--- src/hdl/host_port_regs.vh ---
// constants for the host port ring dma engine
// assumes a 16-bit host memory word and one clock domain
`ifndef HOST_PORT_REGS_VH
`define HOST_PORT_REGS_VH

// port command codes, bits 3:0
`define CMD_NOOP 4'h0
`define CMD_FETCH_BASE 4'h1
`define CMD_FETCH_CMD 4'h2
`define CMD_XMIT_POLL 4'h3
`define CMD_START 4'h4
`define CMD_STOP 4'h5

// functional state codes, bits 3:0
`define FS_RESET 4'h0
`define FS_READY 4'h1
`define FS_LOAD 4'h2
`define FS_RUNNING 4'h3

// one-hot engine states
`define ST_IDLE 8'h01
`define ST_PCB_RD 8'h02
`define ST_TX_DESC 8'h04
`define ST_TX_DATA 8'h08
`define ST_TX_STAT 8'h10
`define ST_RX_DESC 8'h20
`define ST_RX_DATA 8'h40
`define ST_RX_STAT 8'h80

// flag clear mask bits
`define CLR_DONE 0
`define CLR_ERR 1
`define CLR_TX 2
`define CLR_RX 3

// entry word 0 bits; word 1 length, word 2 buffer
`define DESC_OWN 15
`define DESC_SOF 1
`define DESC_EOF 0
`define DESC_W_FLAGS 2'h0
`define DESC_W_LEN 2'h1
`define DESC_W_ADDR 2'h2

// control block: word 0 function, 1..3 parameters
`define PCB_LASTW 2'h3
`define FN_NOP 16'h0000
`define FN_TX_RING 16'h0001
`define FN_RX_RING 16'h0002

`endif

--- src/hdl/host_port_descriptor_ring_dma.v ---
// host port engine: port commands, control block fetch, tx/rx descriptor rings
// assumes a memory slave that acks each request once, and that all
// inputs but the asynchronous rst_i are synchronous to clk_i
`include "host_port_regs.vh"

module host_port_descriptor_ring_dma #(
    parameter ADDR_W = 16,
    parameter RING_W = 8
) (
    // clock and reset
    input wire clk_i,
    input wire rst_i,
    // port command register and control bits
    input wire cmd_write_i,
    input wire [3:0] cmd_code_i,
    input wire [15:0] cmd_arg_i,
    input wire reset_bit_i,
    input wire [3:0] flag_clear_i,
    // status flags and state
    output reg done_interrupt_flag_o,
    output reg command_error_interrupt_flag_o,
    output reg tx_ring_interrupt_flag_o,
    output reg rx_interrupt_flag_o,
    output reg [3:0] port_state_status_o,
    output reg [15:0] tx_frame_count_o,
    output reg [15:0] rx_frame_count_o,
    // host memory dma master
    output reg mem_req_o,
    output reg mem_we_o,
    output reg [ADDR_W-1:0] mem_addr_o,
    output reg [15:0] mem_wdata_o,
    input wire mem_ack_i,
    input wire [15:0] mem_rdata_i,
    // network transmit stream
    output reg tx_valid_o,
    output reg [15:0] tx_data_o,
    output reg tx_last_o,
    input wire tx_ready_i,
    // network receive stream
    input wire rx_valid_i,
    input wire [15:0] rx_data_i,
    input wire rx_last_i,
    output reg rx_ready_o
);

    reg [7:0] state_reg;
    reg cmd_pend_reg;
    reg [3:0] cmd_code_reg;
    reg [15:0] cmd_arg_reg;
    reg [ADDR_W-1:0] pcb_base_reg;
    reg [15:0] pcb_word [0:3];
    reg [1:0] word_reg;
    reg [ADDR_W-1:0] tx_base_reg;
    reg [ADDR_W-1:0] rx_base_reg;
    reg [RING_W-1:0] tx_count_reg;
    reg [RING_W-1:0] rx_count_reg;
    reg [RING_W-1:0] tx_ptr_reg;
    reg [RING_W-1:0] rx_ptr_reg;
    reg [15:0] desc_flags_reg;
    reg [15:0] desc_len_reg;
    reg [ADDR_W-1:0] desc_addr_reg;
    reg [15:0] cnt_reg;
    reg tx_scan_reg;
    reg sent_any_reg;
    reg rx_first_reg;
    reg rx_last_reg;
    reg rx_drop_reg;

    // an entry is three words: base + 3 * index
    wire [ADDR_W-1:0] tx_entry = tx_base_reg
        + {{(ADDR_W-RING_W-1){1'b0}}, tx_ptr_reg, 1'b0}
        + {{(ADDR_W-RING_W){1'b0}}, tx_ptr_reg};
    wire [ADDR_W-1:0] rx_entry = rx_base_reg
        + {{(ADDR_W-RING_W-1){1'b0}}, rx_ptr_reg, 1'b0}
        + {{(ADDR_W-RING_W){1'b0}}, rx_ptr_reg};
    wire [RING_W-1:0] ring_one = {{(RING_W-1){1'b0}}, 1'b1};
    wire [RING_W-1:0] tx_ptr_next = (tx_ptr_reg == tx_count_reg - ring_one)
        ? {RING_W{1'b0}} : tx_ptr_reg + ring_one;
    wire [RING_W-1:0] rx_ptr_next = (rx_ptr_reg == rx_count_reg - ring_one)
        ? {RING_W{1'b0}} : rx_ptr_reg + ring_one;
    wire [15:0] cnt_inc = cnt_reg + 16'h0001;
    wire running = (port_state_status_o == `FS_RUNNING);

    // shared by power-up reset and the soft reset bit
    task clear_all;
        begin
            state_reg <= `ST_IDLE;
            cmd_pend_reg <= 1'b0;
            cmd_code_reg <= `CMD_NOOP;
            cmd_arg_reg <= 16'h0000;
            pcb_base_reg <= {ADDR_W{1'b0}};
            word_reg <= 2'h0;
            tx_base_reg <= {ADDR_W{1'b0}};
            rx_base_reg <= {ADDR_W{1'b0}};
            tx_count_reg <= {RING_W{1'b0}};
            rx_count_reg <= {RING_W{1'b0}};
            tx_ptr_reg <= {RING_W{1'b0}};
            rx_ptr_reg <= {RING_W{1'b0}};
            desc_flags_reg <= 16'h0000;
            desc_len_reg <= 16'h0000;
            desc_addr_reg <= {ADDR_W{1'b0}};
            cnt_reg <= 16'h0000;
            tx_scan_reg <= 1'b0;
            sent_any_reg <= 1'b0;
            rx_first_reg <= 1'b0;
            rx_last_reg <= 1'b0;
            rx_drop_reg <= 1'b0;
            done_interrupt_flag_o <= 1'b0;
            command_error_interrupt_flag_o <= 1'b0;
            tx_ring_interrupt_flag_o <= 1'b0;
            rx_interrupt_flag_o <= 1'b0;
            port_state_status_o <= `FS_RESET;
            tx_frame_count_o <= 16'h0000;
            rx_frame_count_o <= 16'h0000;
            mem_req_o <= 1'b0;
            mem_we_o <= 1'b0;
            mem_addr_o <= {ADDR_W{1'b0}};
            mem_wdata_o <= 16'h0000;
            tx_valid_o <= 1'b0;
            tx_data_o <= 16'h0000;
            tx_last_o <= 1'b0;
            rx_ready_o <= 1'b0;
        end
    endtask

    integer i;

    always @(posedge clk_i or posedge rst_i) begin
        if (rst_i) begin
            clear_all;
            for (i = 0; i < 4; i = i + 1)
                pcb_word[i] <= 16'h0000;
        end else if (reset_bit_i) begin
            clear_all;
        end else begin
            // reset state lasts one cycle, then ready
            if (port_state_status_o == `FS_RESET)
                port_state_status_o <= `FS_READY;
            // clears first; any set further down wins
            if (flag_clear_i[`CLR_DONE])
                done_interrupt_flag_o <= 1'b0;
            if (flag_clear_i[`CLR_ERR])
                command_error_interrupt_flag_o <= 1'b0;
            if (flag_clear_i[`CLR_TX])
                tx_ring_interrupt_flag_o <= 1'b0;
            if (flag_clear_i[`CLR_RX])
                rx_interrupt_flag_o <= 1'b0;
            // latched in any state, run when idle
            if (cmd_write_i) begin
                if (cmd_pend_reg)
                    command_error_interrupt_flag_o <= 1'b1;
                else begin
                    cmd_pend_reg <= 1'b1;
                    cmd_code_reg <= cmd_code_i;
                    cmd_arg_reg <= cmd_arg_i;
                end
            end
            case (state_reg)
            `ST_IDLE: begin
                if (cmd_pend_reg) begin
                    cmd_pend_reg <= 1'b0;
                    case (cmd_code_reg)
                    `CMD_NOOP: begin
                        done_interrupt_flag_o <= 1'b1;
                    end
                    `CMD_FETCH_BASE: begin
                        pcb_base_reg <= cmd_arg_reg[ADDR_W-1:0];
                        done_interrupt_flag_o <= 1'b1;
                    end
                    `CMD_FETCH_CMD: begin
                        word_reg <= 2'h0;
                        state_reg <= `ST_PCB_RD;
                    end
                    `CMD_XMIT_POLL: begin
                        if (running) begin
                            tx_scan_reg <= 1'b1;
                            sent_any_reg <= 1'b0;
                            done_interrupt_flag_o <= 1'b1;
                        end else
                            command_error_interrupt_flag_o <= 1'b1;
                    end
                    `CMD_START: begin
                        port_state_status_o <= `FS_RUNNING;
                        done_interrupt_flag_o <= 1'b1;
                    end
                    `CMD_STOP: begin
                        port_state_status_o <= `FS_READY;
                        tx_scan_reg <= 1'b0;
                        done_interrupt_flag_o <= 1'b1;
                    end
                    default: begin
                        command_error_interrupt_flag_o <= 1'b1;
                    end
                    endcase
                end else if (running && rx_valid_i && rx_count_reg != 0) begin
                    // rx before tx: received words cannot be held off for long
                    word_reg <= 2'h0;
                    rx_first_reg <= 1'b1;
                    rx_last_reg <= 1'b0;
                    state_reg <= `ST_RX_DESC;
                end else if (running && tx_scan_reg && tx_count_reg != 0) begin
                    word_reg <= 2'h0;
                    state_reg <= `ST_TX_DESC;
                end
            end
            `ST_PCB_RD: begin
                if (!mem_req_o) begin
                    mem_req_o <= 1'b1;
                    mem_we_o <= 1'b0;
                    mem_addr_o <= pcb_base_reg + {{(ADDR_W-2){1'b0}}, word_reg};
                end else if (mem_ack_i) begin
                    mem_req_o <= 1'b0;
                    pcb_word[word_reg] <= mem_rdata_i;
                    word_reg <= word_reg + 2'h1;
                    if (word_reg == `PCB_LASTW) begin
                        state_reg <= `ST_IDLE;
                        case (pcb_word[0])
                        `FN_NOP: done_interrupt_flag_o <= 1'b1;
                        `FN_TX_RING: begin
                            tx_base_reg <= pcb_word[1][ADDR_W-1:0];
                            tx_count_reg <= pcb_word[2][RING_W-1:0];
                            tx_ptr_reg <= {RING_W{1'b0}};
                            done_interrupt_flag_o <= 1'b1;
                        end
                        `FN_RX_RING: begin
                            rx_base_reg <= pcb_word[1][ADDR_W-1:0];
                            rx_count_reg <= pcb_word[2][RING_W-1:0];
                            rx_ptr_reg <= {RING_W{1'b0}};
                            done_interrupt_flag_o <= 1'b1;
                        end
                        default: command_error_interrupt_flag_o <= 1'b1;
                        endcase
                    end
                end
            end
            `ST_TX_DESC: begin
                if (!mem_req_o) begin
                    mem_req_o <= 1'b1;
                    mem_we_o <= 1'b0;
                    mem_addr_o <= tx_entry + {{(ADDR_W-2){1'b0}}, word_reg};
                end else if (mem_ack_i) begin
                    mem_req_o <= 1'b0;
                    word_reg <= word_reg + 2'h1;
                    if (word_reg == `DESC_W_FLAGS) begin
                        desc_flags_reg <= mem_rdata_i;
                        if (!mem_rdata_i[`DESC_OWN]) begin
                            // unowned entry ends the scan
                            tx_scan_reg <= 1'b0;
                            if (sent_any_reg)
                                tx_ring_interrupt_flag_o <= 1'b1;
                            state_reg <= `ST_IDLE;
                        end
                    end else if (word_reg == `DESC_W_LEN)
                        desc_len_reg <= mem_rdata_i;
                    else begin
                        desc_addr_reg <= mem_rdata_i[ADDR_W-1:0];
                        cnt_reg <= 16'h0000;
                        state_reg <= (desc_len_reg == 0) ? `ST_TX_STAT : `ST_TX_DATA;
                    end
                end
            end
            `ST_TX_DATA: begin
                if (tx_valid_o) begin
                    if (tx_ready_i) begin
                        tx_valid_o <= 1'b0;
                        tx_last_o <= 1'b0;
                        cnt_reg <= cnt_inc;
                        if (cnt_inc == desc_len_reg)
                            state_reg <= `ST_TX_STAT;
                    end
                end else if (!mem_req_o) begin
                    mem_req_o <= 1'b1;
                    mem_we_o <= 1'b0;
                    mem_addr_o <= desc_addr_reg + cnt_reg[ADDR_W-1:0];
                end else if (mem_ack_i) begin
                    mem_req_o <= 1'b0;
                    tx_valid_o <= 1'b1;
                    tx_data_o <= mem_rdata_i;
                    // eof entry ends the frame; else the next chains on
                    tx_last_o <= desc_flags_reg[`DESC_EOF]
                        && (cnt_inc == desc_len_reg);
                end
            end
            `ST_TX_STAT: begin
                if (!mem_req_o) begin
                    mem_req_o <= 1'b1;
                    mem_we_o <= 1'b1;
                    mem_addr_o <= tx_entry;
                    mem_wdata_o <= desc_flags_reg & ~(16'h0001 << `DESC_OWN);
                end else if (mem_ack_i) begin
                    mem_req_o <= 1'b0;
                    mem_we_o <= 1'b0;
                    tx_ptr_reg <= tx_ptr_next;
                    word_reg <= 2'h0;
                    if (desc_flags_reg[`DESC_EOF]) begin
                        sent_any_reg <= 1'b1;
                        tx_frame_count_o <= tx_frame_count_o + 16'h0001;
                    end
                    state_reg <= `ST_TX_DESC;
                end
            end
            `ST_RX_DESC: begin
                if (!mem_req_o) begin
                    mem_req_o <= 1'b1;
                    mem_we_o <= 1'b0;
                    mem_addr_o <= rx_entry + {{(ADDR_W-2){1'b0}}, word_reg};
                end else if (mem_ack_i) begin
                    mem_req_o <= 1'b0;
                    word_reg <= word_reg + 2'h1;
                    if (word_reg == `DESC_W_FLAGS) begin
                        desc_flags_reg <= mem_rdata_i;
                        if (!mem_rdata_i[`DESC_OWN]) begin
                            // no buffer: the rest of the frame is discarded
                            rx_drop_reg <= 1'b1;
                            rx_ready_o <= 1'b1;
                            state_reg <= `ST_RX_DATA;
                        end
                    end else if (word_reg == `DESC_W_LEN)
                        desc_len_reg <= mem_rdata_i;
                    else begin
                        desc_addr_reg <= mem_rdata_i[ADDR_W-1:0];
                        cnt_reg <= 16'h0000;
                        rx_ready_o <= (desc_len_reg != 0);
                        state_reg <= (desc_len_reg == 0) ? `ST_RX_STAT : `ST_RX_DATA;
                    end
                end
            end
            `ST_RX_DATA: begin
                if (rx_drop_reg) begin
                    if (rx_valid_i && rx_last_i) begin
                        rx_drop_reg <= 1'b0;
                        rx_ready_o <= 1'b0;
                        state_reg <= `ST_IDLE;
                    end
                end else if (mem_req_o) begin
                    if (mem_ack_i) begin
                        mem_req_o <= 1'b0;
                        mem_we_o <= 1'b0;
                        cnt_reg <= cnt_inc;
                        // buffer full mid-frame: next owned one
                        if (rx_last_reg || cnt_inc == desc_len_reg)
                            state_reg <= `ST_RX_STAT;
                        else
                            rx_ready_o <= 1'b1;
                    end
                end else if (rx_ready_o && rx_valid_i) begin
                    rx_ready_o <= 1'b0;
                    rx_last_reg <= rx_last_i;
                    mem_req_o <= 1'b1;
                    mem_we_o <= 1'b1;
                    mem_addr_o <= desc_addr_reg + cnt_reg[ADDR_W-1:0];
                    mem_wdata_o <= rx_data_i;
                end
            end
            `ST_RX_STAT: begin
                if (!mem_req_o) begin
                    mem_req_o <= 1'b1;
                    mem_we_o <= 1'b1;
                    mem_addr_o <= rx_entry;
                    mem_wdata_o <= (desc_flags_reg
                        & ~((16'h0001 << `DESC_OWN) | (16'h0001 << `DESC_SOF)
                        | (16'h0001 << `DESC_EOF)))
                        | ({15'h0000, rx_first_reg} << `DESC_SOF)
                        | ({15'h0000, rx_last_reg} << `DESC_EOF);
                end else if (mem_ack_i) begin
                    mem_req_o <= 1'b0;
                    mem_we_o <= 1'b0;
                    rx_ptr_reg <= rx_ptr_next;
                    rx_first_reg <= 1'b0;
                    word_reg <= 2'h0;
                    if (rx_last_reg) begin
                        rx_interrupt_flag_o <= 1'b1;
                        rx_frame_count_o <= rx_frame_count_o + 16'h0001;
                        state_reg <= `ST_IDLE;
                    end else
                        state_reg <= `ST_RX_DESC;
                end
            end
            default: state_reg <= `ST_IDLE;
            endcase
        end
    end

endmodule

--- config.mk ---
export PLATFORM = sky130hd
export DESIGN_NAME = host_port_descriptor_ring_dma
export DESIGN_NICKNAME = d
export VERILOG_FILES = /design/src/hdl/host_port_descriptor_ring_dma.v
export VERILOG_INCLUDE_DIRS = /design/src /design/src/hdl
export SDC_FILE = /design/constraint.sdc
export NUM_CORES = 1
export LEC_CHECK = 0
export BUFFER_PORTS_ARGS = -buffer_cell sky130_fd_sc_hd__buf_2
export CAP_MARGIN = 15
export CORE_ASPECT_RATIO = 2
export CORE_UTILIZATION = 55
export CTS_CLUSTER_SIZE = 14
export DETAILED_ROUTE_END_ITERATION = 10
export PLACE_DENSITY_LB_ADDON = 0.05
export REMOVE_ABC_BUFFERS = 1
export SYNTH_ARGS = -nofsm -noshare
export SYNTH_HDL_FRONTEND = slang
export SYNTH_SLANG_ARGS = --single-unit
export TNS_END_PERCENT = 20
--- constraint.sdc ---
create_clock -name clk_i -period 9.1 [get_ports clk_i]
set_clock_uncertainty 0.1 [all_clocks]
set_input_delay 0.455 -clock clk_i [delete_from_list [all_inputs] [get_ports clk_i]]
set_output_delay 0.455 -clock clk_i [all_outputs]
set_load 0.005 [all_outputs]
# ---- Yosys cells after proc, flatten, opt, wreduce, memory -nomap -nowiden
# Index checks and enable logic that the tools add are counted.
dict set report word_totals {
  output_inout_bits 93
  wordCells 519
  latchBits 0
  ram_bits 0
  mem_bits_ro 0
  memories 0
  input_bits 64
  reg_bits 336
}
dict set report op_classes {
  n_lt_le_gt_ge 2
  multipliers 0
  shifts 0
  n_reduce_logical 84
  n_div 0
  addsub 16
  mux 285
  n_eq_ne 88
  n_bitwise 4
}
# operator count
set op_table {}
lappend op_table {{2-to-1 mux 16 bit} 74}
lappend op_table {{2-to-1 mux 8 bit} 59}
lappend op_table {{inequality test 3 bit, second input constant} 38}
lappend op_table {{case mux 16 bit (7 select lines)} 1}
lappend op_table {{2-to-1 mux 1 bit} 106}
lappend op_table {{case mux 16 bit (3 select lines)} 2}
lappend op_table {{2-to-1 mux 15 bit} 5}
lappend op_table {{bitwise mux 64 bit} 1}
lappend op_table {{case mux 8 bit (8 select lines)} 1}
lappend op_table {{adder 16 x 1 -> 16 bit, second input constant} 3}
lappend op_table {{adder 16 x 2 -> 16 bit} 3}
lappend op_table {{inequality test 4 bit, second input constant} 10}
lappend op_table {{nonzero test 2 bit} 18}
lappend op_table {{adder 16 x 8 -> 16 bit} 2}
lappend op_table {{adder 16 x 9 -> 16 bit} 2}
lappend op_table {{demux 16 bit (select 2 bit)} 1}
lappend op_table {{zero test 16 bit} 2}
lappend op_table {{case mux 8 bit (2 select lines)} 2}
lappend op_table {{AND reduction 5 bit} 6}
lappend op_table {{2-to-1 mux 4 bit} 7}
lappend op_table {{AND reduction 4 bit} 7}
lappend op_table {{AND reduction 7 bit} 4}
lappend op_table {{nonzero test 3 bit} 9}
lappend op_table {{AND reduction 24 bit} 1}
lappend op_table {{other kinds (60)} 115}

# ---- Longest topological paths before layout
dict set report logic_depth {
  word_depth 9
  ltp_mapped 17
  mapped_depth_nobuf 15
}

# ---- Worst setup path before layout
# OpenSTA, ideal clock, no wires.
dict set report synth_path {
  kind {reg2reg}
  startpoint {register tx_ptr_reg[0]}
  endpoint {register mem_addr_o[13]}
  period_less_slack_ps 4039
  t_arrival_ps 3811
  t_required_ps 8872
  setup_ps 128
  path_buffers 1
  path_slack_ps 5061
  stages_incl_launch_ff 14
  cell_sequence {dfrtp_1 > fa_1 > ha_1 > fa_1 > a211o_1 > a21boi_0 > o21ai_0 > a41oi_1 > mux2i_1 > or4_1 > buf_2 > o41a_1 > o31ai_2 > o21ai_1}
}
dict set report synth_between {
  elab_chain_cells 6
  elab_cells_between_ends 7
  classes_between {3 x add/sub; 4 x mux}
}
# element line
set synth_lines {}
lappend synth_lines {{start, declared} host_port_descriptor_ring_dma.v:57} ;# reg [RING_W-1:0] tx_ptr_reg;
lappend synth_lines {{start signal, assigned} host_port_descriptor_ring_dma.v:222} ;# tx_ptr_reg <= {RING_W{1'b0}};
lappend synth_lines {{start signal, assigned} host_port_descriptor_ring_dma.v:293} ;# tx_ptr_reg <= tx_ptr_next;
lappend synth_lines {{adder 16 x 9 -> 16 bit} host_port_descriptor_ring_dma.v:71} ;# + {{(ADDR_W-RING_W-1){1'b0}}, tx_ptr_reg, 1'b0}
lappend synth_lines {{adder 16 x 8 -> 16 bit *} host_port_descriptor_ring_dma.v:72} ;# + {{(ADDR_W-RING_W){1'b0}}, tx_ptr_reg};
lappend synth_lines {{adder 16 x 2 -> 16 bit} host_port_descriptor_ring_dma.v:240} ;# mem_addr_o <= tx_entry + {{(ADDR_W-2){1'b0}}, word_reg};
lappend synth_lines {{2-to-1 mux 16 bit} host_port_descriptor_ring_dma.v:237} ;# if (!mem_req_o) begin
lappend synth_lines {{case mux 16 bit (7 select lines) *} host_port_descriptor_ring_dma.v:158} ;# case (state_reg)
lappend synth_lines {{2-to-1 mux 16 bit *} host_port_descriptor_ring_dma.v:133} ;# end else if (reset_bit_i) begin
lappend synth_lines {{end signal, assigned} host_port_descriptor_ring_dma.v:240}
lappend synth_lines {{end signal, assigned} host_port_descriptor_ring_dma.v:274} ;# mem_addr_o <= desc_addr_reg + cnt_reg[ADDR_W-1:0];
lappend synth_lines {{end signal, assigned} host_port_descriptor_ring_dma.v:288} ;# mem_addr_o <= tx_entry;
lappend synth_lines {{end, declared} host_port_descriptor_ring_dma.v:30} ;# output reg [ADDR_W-1:0] mem_addr_o,
# Every way passes the cells marked *; elsewhere a longest branch is shown, timed or not. The select of a mux whose other input is x is not followed.
# A chain may end at the register's enable or synchronous reset.

# ---- Worst setup path in the final report
dict set report layout_path {
  startpoint {register state_reg[3]}
  endpoint {register mem_addr_o[13]}
}
dict set report layout_between {
  elab_chain_cells 3
  elab_cells_between_ends 21
  classes_between {17 x eq/ne; 2 x mux; 2 x reduce/logical}
}
# element line
set layout_lines {}
lappend layout_lines {{start, declared} host_port_descriptor_ring_dma.v:46} ;# reg [7:0] state_reg;
lappend layout_lines {{start signal, assigned} host_port_descriptor_ring_dma.v:172} ;# state_reg <= `ST_PCB_RD;
lappend layout_lines {{start signal, assigned} host_port_descriptor_ring_dma.v:200} ;# state_reg <= `ST_RX_DESC;
lappend layout_lines {{start signal, assigned} host_port_descriptor_ring_dma.v:203} ;# state_reg <= `ST_TX_DESC;
lappend layout_lines {{equality test 8 bit, or another cell as far along} host_port_descriptor_ring_dma.v:158}
lappend layout_lines {{nonzero test 8 bit (no line), or another cell as far along} --}
lappend layout_lines {{AND reduction 11 bit (no line) or 2-to-1 mux 16 bit (tied branches)} --}
lappend layout_lines {{end signal, assigned} host_port_descriptor_ring_dma.v:210} ;# mem_addr_o <= pcb_base_reg + {{(ADDR_W-2){1'b0}}, word_reg};
lappend layout_lines {{end signal, assigned} host_port_descriptor_ring_dma.v:240}
lappend layout_lines {{end signal, assigned} host_port_descriptor_ring_dma.v:274}
# Several ways; a longest one is shown, not always the timed one.

==> impl_metrics.toml <==
[yosys]
synthAdderAreaFrac_pct = 5.63
synthDistinctLibCells = 91
synth-simple-area-share_pct = 19.1
yosys.area.top_type = "dfrtp_1"
synth_xor_area_share_pct = 4.88
async_flop_share_pct = 100
syn_area_um2 = 17700
synth_compound_area_share_pct = 19.9
muxShareOfSynthArea_pct = 3.36
synth_common_cells = "dfrtp_1, nand2_1, o21ai_0"
synth_top_family_by_area = "compound AO/OA/AOI/OAI gates"
syn_inst = 1946
synth_seq_area_share_pct = 44.0
ys.flop_type = "dfrtp_1"
syn_area_per_cell_um2 = 9.11
synth_top_area_share_pct = 43.9
yosys.cell_count.top_type = "dfrtp_1"
yosys_warnings = 0
synth_seq_cells = 312
synthTopCellsByArea = "dfrtp_1, nand2_1, o21ai_0"
synth-edff-count = 0

[timing]
min_period_ns = 4.53
hold_viol = 0
worst_slew_pin_slew_ns = 1.17
rsz0062_at_grt = "no"
slew_violations = 0
max_freq_mhz = 221
whs_ns = 0.0140
setup_violations = 0
post-route-period-util_pct = 49.8
slew_headroom_pct = 21.6

[floorplan]
fp.dieH_um = 256
core-area_um2 = 31700
num_rows = 92
die_x_um = 129
pin_count = 157
die_area_um2 = 33000
start_util_pct = 56.0

[layout]
fill_cells = 2706
syn2layout_area_growth_pct = 13.5
finalNetCount = 2209
diodes = 0
final_layout_size_suffix_gt1_share_pct = 14.6
final-instance-count-excl-fill = 2520
final_util_pct = 63.6
seqCellArea_um2 = 7810
final_area_um2 = 20100
regMostFlops = "pcb_word"
largest_register_ffs = 40
multiInputGateArea_um2 = 9430

[setup_path]
worstRegToRegCells = 13
arrival_ns = 4.90
cp-end-kind = "flop"
cp-startpoint = "state_reg[3]$_DFFE_PP0P_"
path_max_fanout = 18
cp.required_ns = 9.46
reg2reg_setup_slack_ns = 4.57
crit_end = "mem_addr_o[13]$_DFFE_PP0P_"
start_kind = "flop"
worstReg2RegStart = "state_reg[3]$_DFFE_PP0P_"
r2r_end = "mem_addr_o[13]$_DFFE_PP0P_"
worstSetupPathType = "reg2reg"

[placement]
placed_area_um2 = 18900
gp_congestion = 1.00
dpl.hpwl_mm = 46.7
placedCellCount = 2445
io_buffers = 156

[route]
dr.pass1.iters = 8
route.detailed.drc = 0
drt-initial-drc-count = 1138
drtAntennaViolNets = 0
wl_per_cell_um = 24.5
vias = 16100
wirelength_mm = 61.8
routed_via_density = 6.39

[global_route]
grt-ovfl-total = 0
grt_max_degree = 83
grt_pass1_wl_mm = 93.5
track_usage_pct = 38.1
grt_pass1_vias = 16200
antenna_found_initial = 0

[clock_tree]
h-tree-depth = 1
ctsLongestPathBuffers = 3
clkSinkCount = 312
cts_root_buffer = "clkbuf_16"
clk_pin_slew_ns = 0.07
cts_tree = "built"
numCtsBuffers = 29
cts_resized = 0
clkLatencyLatePin_ns = 0.60

[flow_run]
maxCapViolations = 0

[hold_path]
hold_class = "in2reg"

[power]
worst_ir_drop_vdd_uv = 167
leakage_nw = 9.16
powerDensity_nw_per_um2 = 165
finalPower_w = 0.00332

[outcome]
status = "completed"
## worst max-delay path, cell delays in order (launching register included)
cell	delay, ns
dfrtp_1	0.58
nor4_4	0.60
nand2_1	0.53
nor2_1	0.21
a21oi_1	0.09
o221a_2	0.29
ha_1	0.27
a21o_1	0.15
nor3b_2	0.17
nand4_1	0.14
or4_1	0.57
o41a_1	0.44
o31ai_2	0.18
o21ai_1	0.08
## power by group
group,switching (W),total (W),leakage [nW],internal (W)
registers,0.0000768,0.00151,4.29,0.00144
logic,0.000356,0.000515,4.39,0.000159
clock network,0.000564,0.00129,0.480,0.000731
## cells by family after synthesis
logic type | Yosys count
DFF | 312
xor gates and xnor gates | 97
adders and majority gates | 69
AOI/OAI and AO/OA | 542
buffers and inverters | 147
and+or+nand+nor | 725
muxes | 54
## repair_timing
action | 4_1_cts | 5_1_grt
hold endpoints to repair | 98 | 1
setup endpoints to repair | 0 | 0
buffers inserted | 0 | 0
hold buffers | 20 | 1
## cell type report
cell class | instances | area share (%)
tap | 423 | 2.63
multi-input combinational | 1487 | 46.8
clock inverter | 9 | 0.696
clock buffer | 43 | 4.22
sequential | 312 | 38.8
inverter | 44 | 0.858
timing repair buffer | 202 | 5.94
## worst min path at each step
stage | slack [ns] | from | end | depth (start not counted)
2_1_floorplan | 0.36 | desc_addr_reg[0]$_DFFE_PP0P_ | desc_addr_reg[0]$_DFFE_PP0P_ | 2
3_3_place_gp | 0.36 | tx_data_o[14]$_DFFE_PP0P_ | tx_data_o[14]$_DFFE_PP0P_ | 2
3_5_place_dp | 0.36 | tx_data_o[9]$_DFFE_PP0P_ | tx_data_o[9]$_DFFE_PP0P_ | 2
4_1_cts | 0.004 | cmd_arg_i[12] | cmd_arg_reg[12]$_DFFE_PP0P_ | 2
5_1_grt | 0.02 | rx_data_i[7] | mem_wdata_o[7]$_DFFE_PP0P_ | 3
6_report | 0.01 | rx_data_i[6] | mem_wdata_o[6]$_DFFE_PP0P_ | 3
## per-stage QoR
stage | worst slack (ns) | setup TNS (ns)
after floorplan | -0.0828 | -25.75
after detailed placement | 4.62 | 0
final | 4.57 | 0
after global placement | 4.68 | 0
after global routing | 4.35 | 0
after CTS | 4.61 | 0
## cell usage in the layout (no fill, tap or decap), types with 24 or more instances in the layout
cell type,count
nor3_1,47
xnor2_1,48
nor2_1,160
a21oi_1,90
nand2_1,299
a22o_1,37
buf_2,155
o21ai_0,202
clkbuf_16,29
nand3_1,44
mux2_2,44
and3_1,32
o31ai_1,29
dfrtp_1,311
xor2_1,48
inv_1,42
ha_1,51
buf_4,24
## layer usage
| metal | wire (um) | up-vias | GRT usage (%) |
|---|---|---|---|
| met4 | 6890 | 0 | 36.7 |
| met3 | 2700 | 276 | 4.79 |
| met1 | 20500 | 7947 | 38.2 |
| met5 | 0 | - | 0 |
| met2 | 31700 | 628 | 66.2 |
| li1 | - | 7263 | - |
No activity file was read; power rests on OpenSTA's default activity.
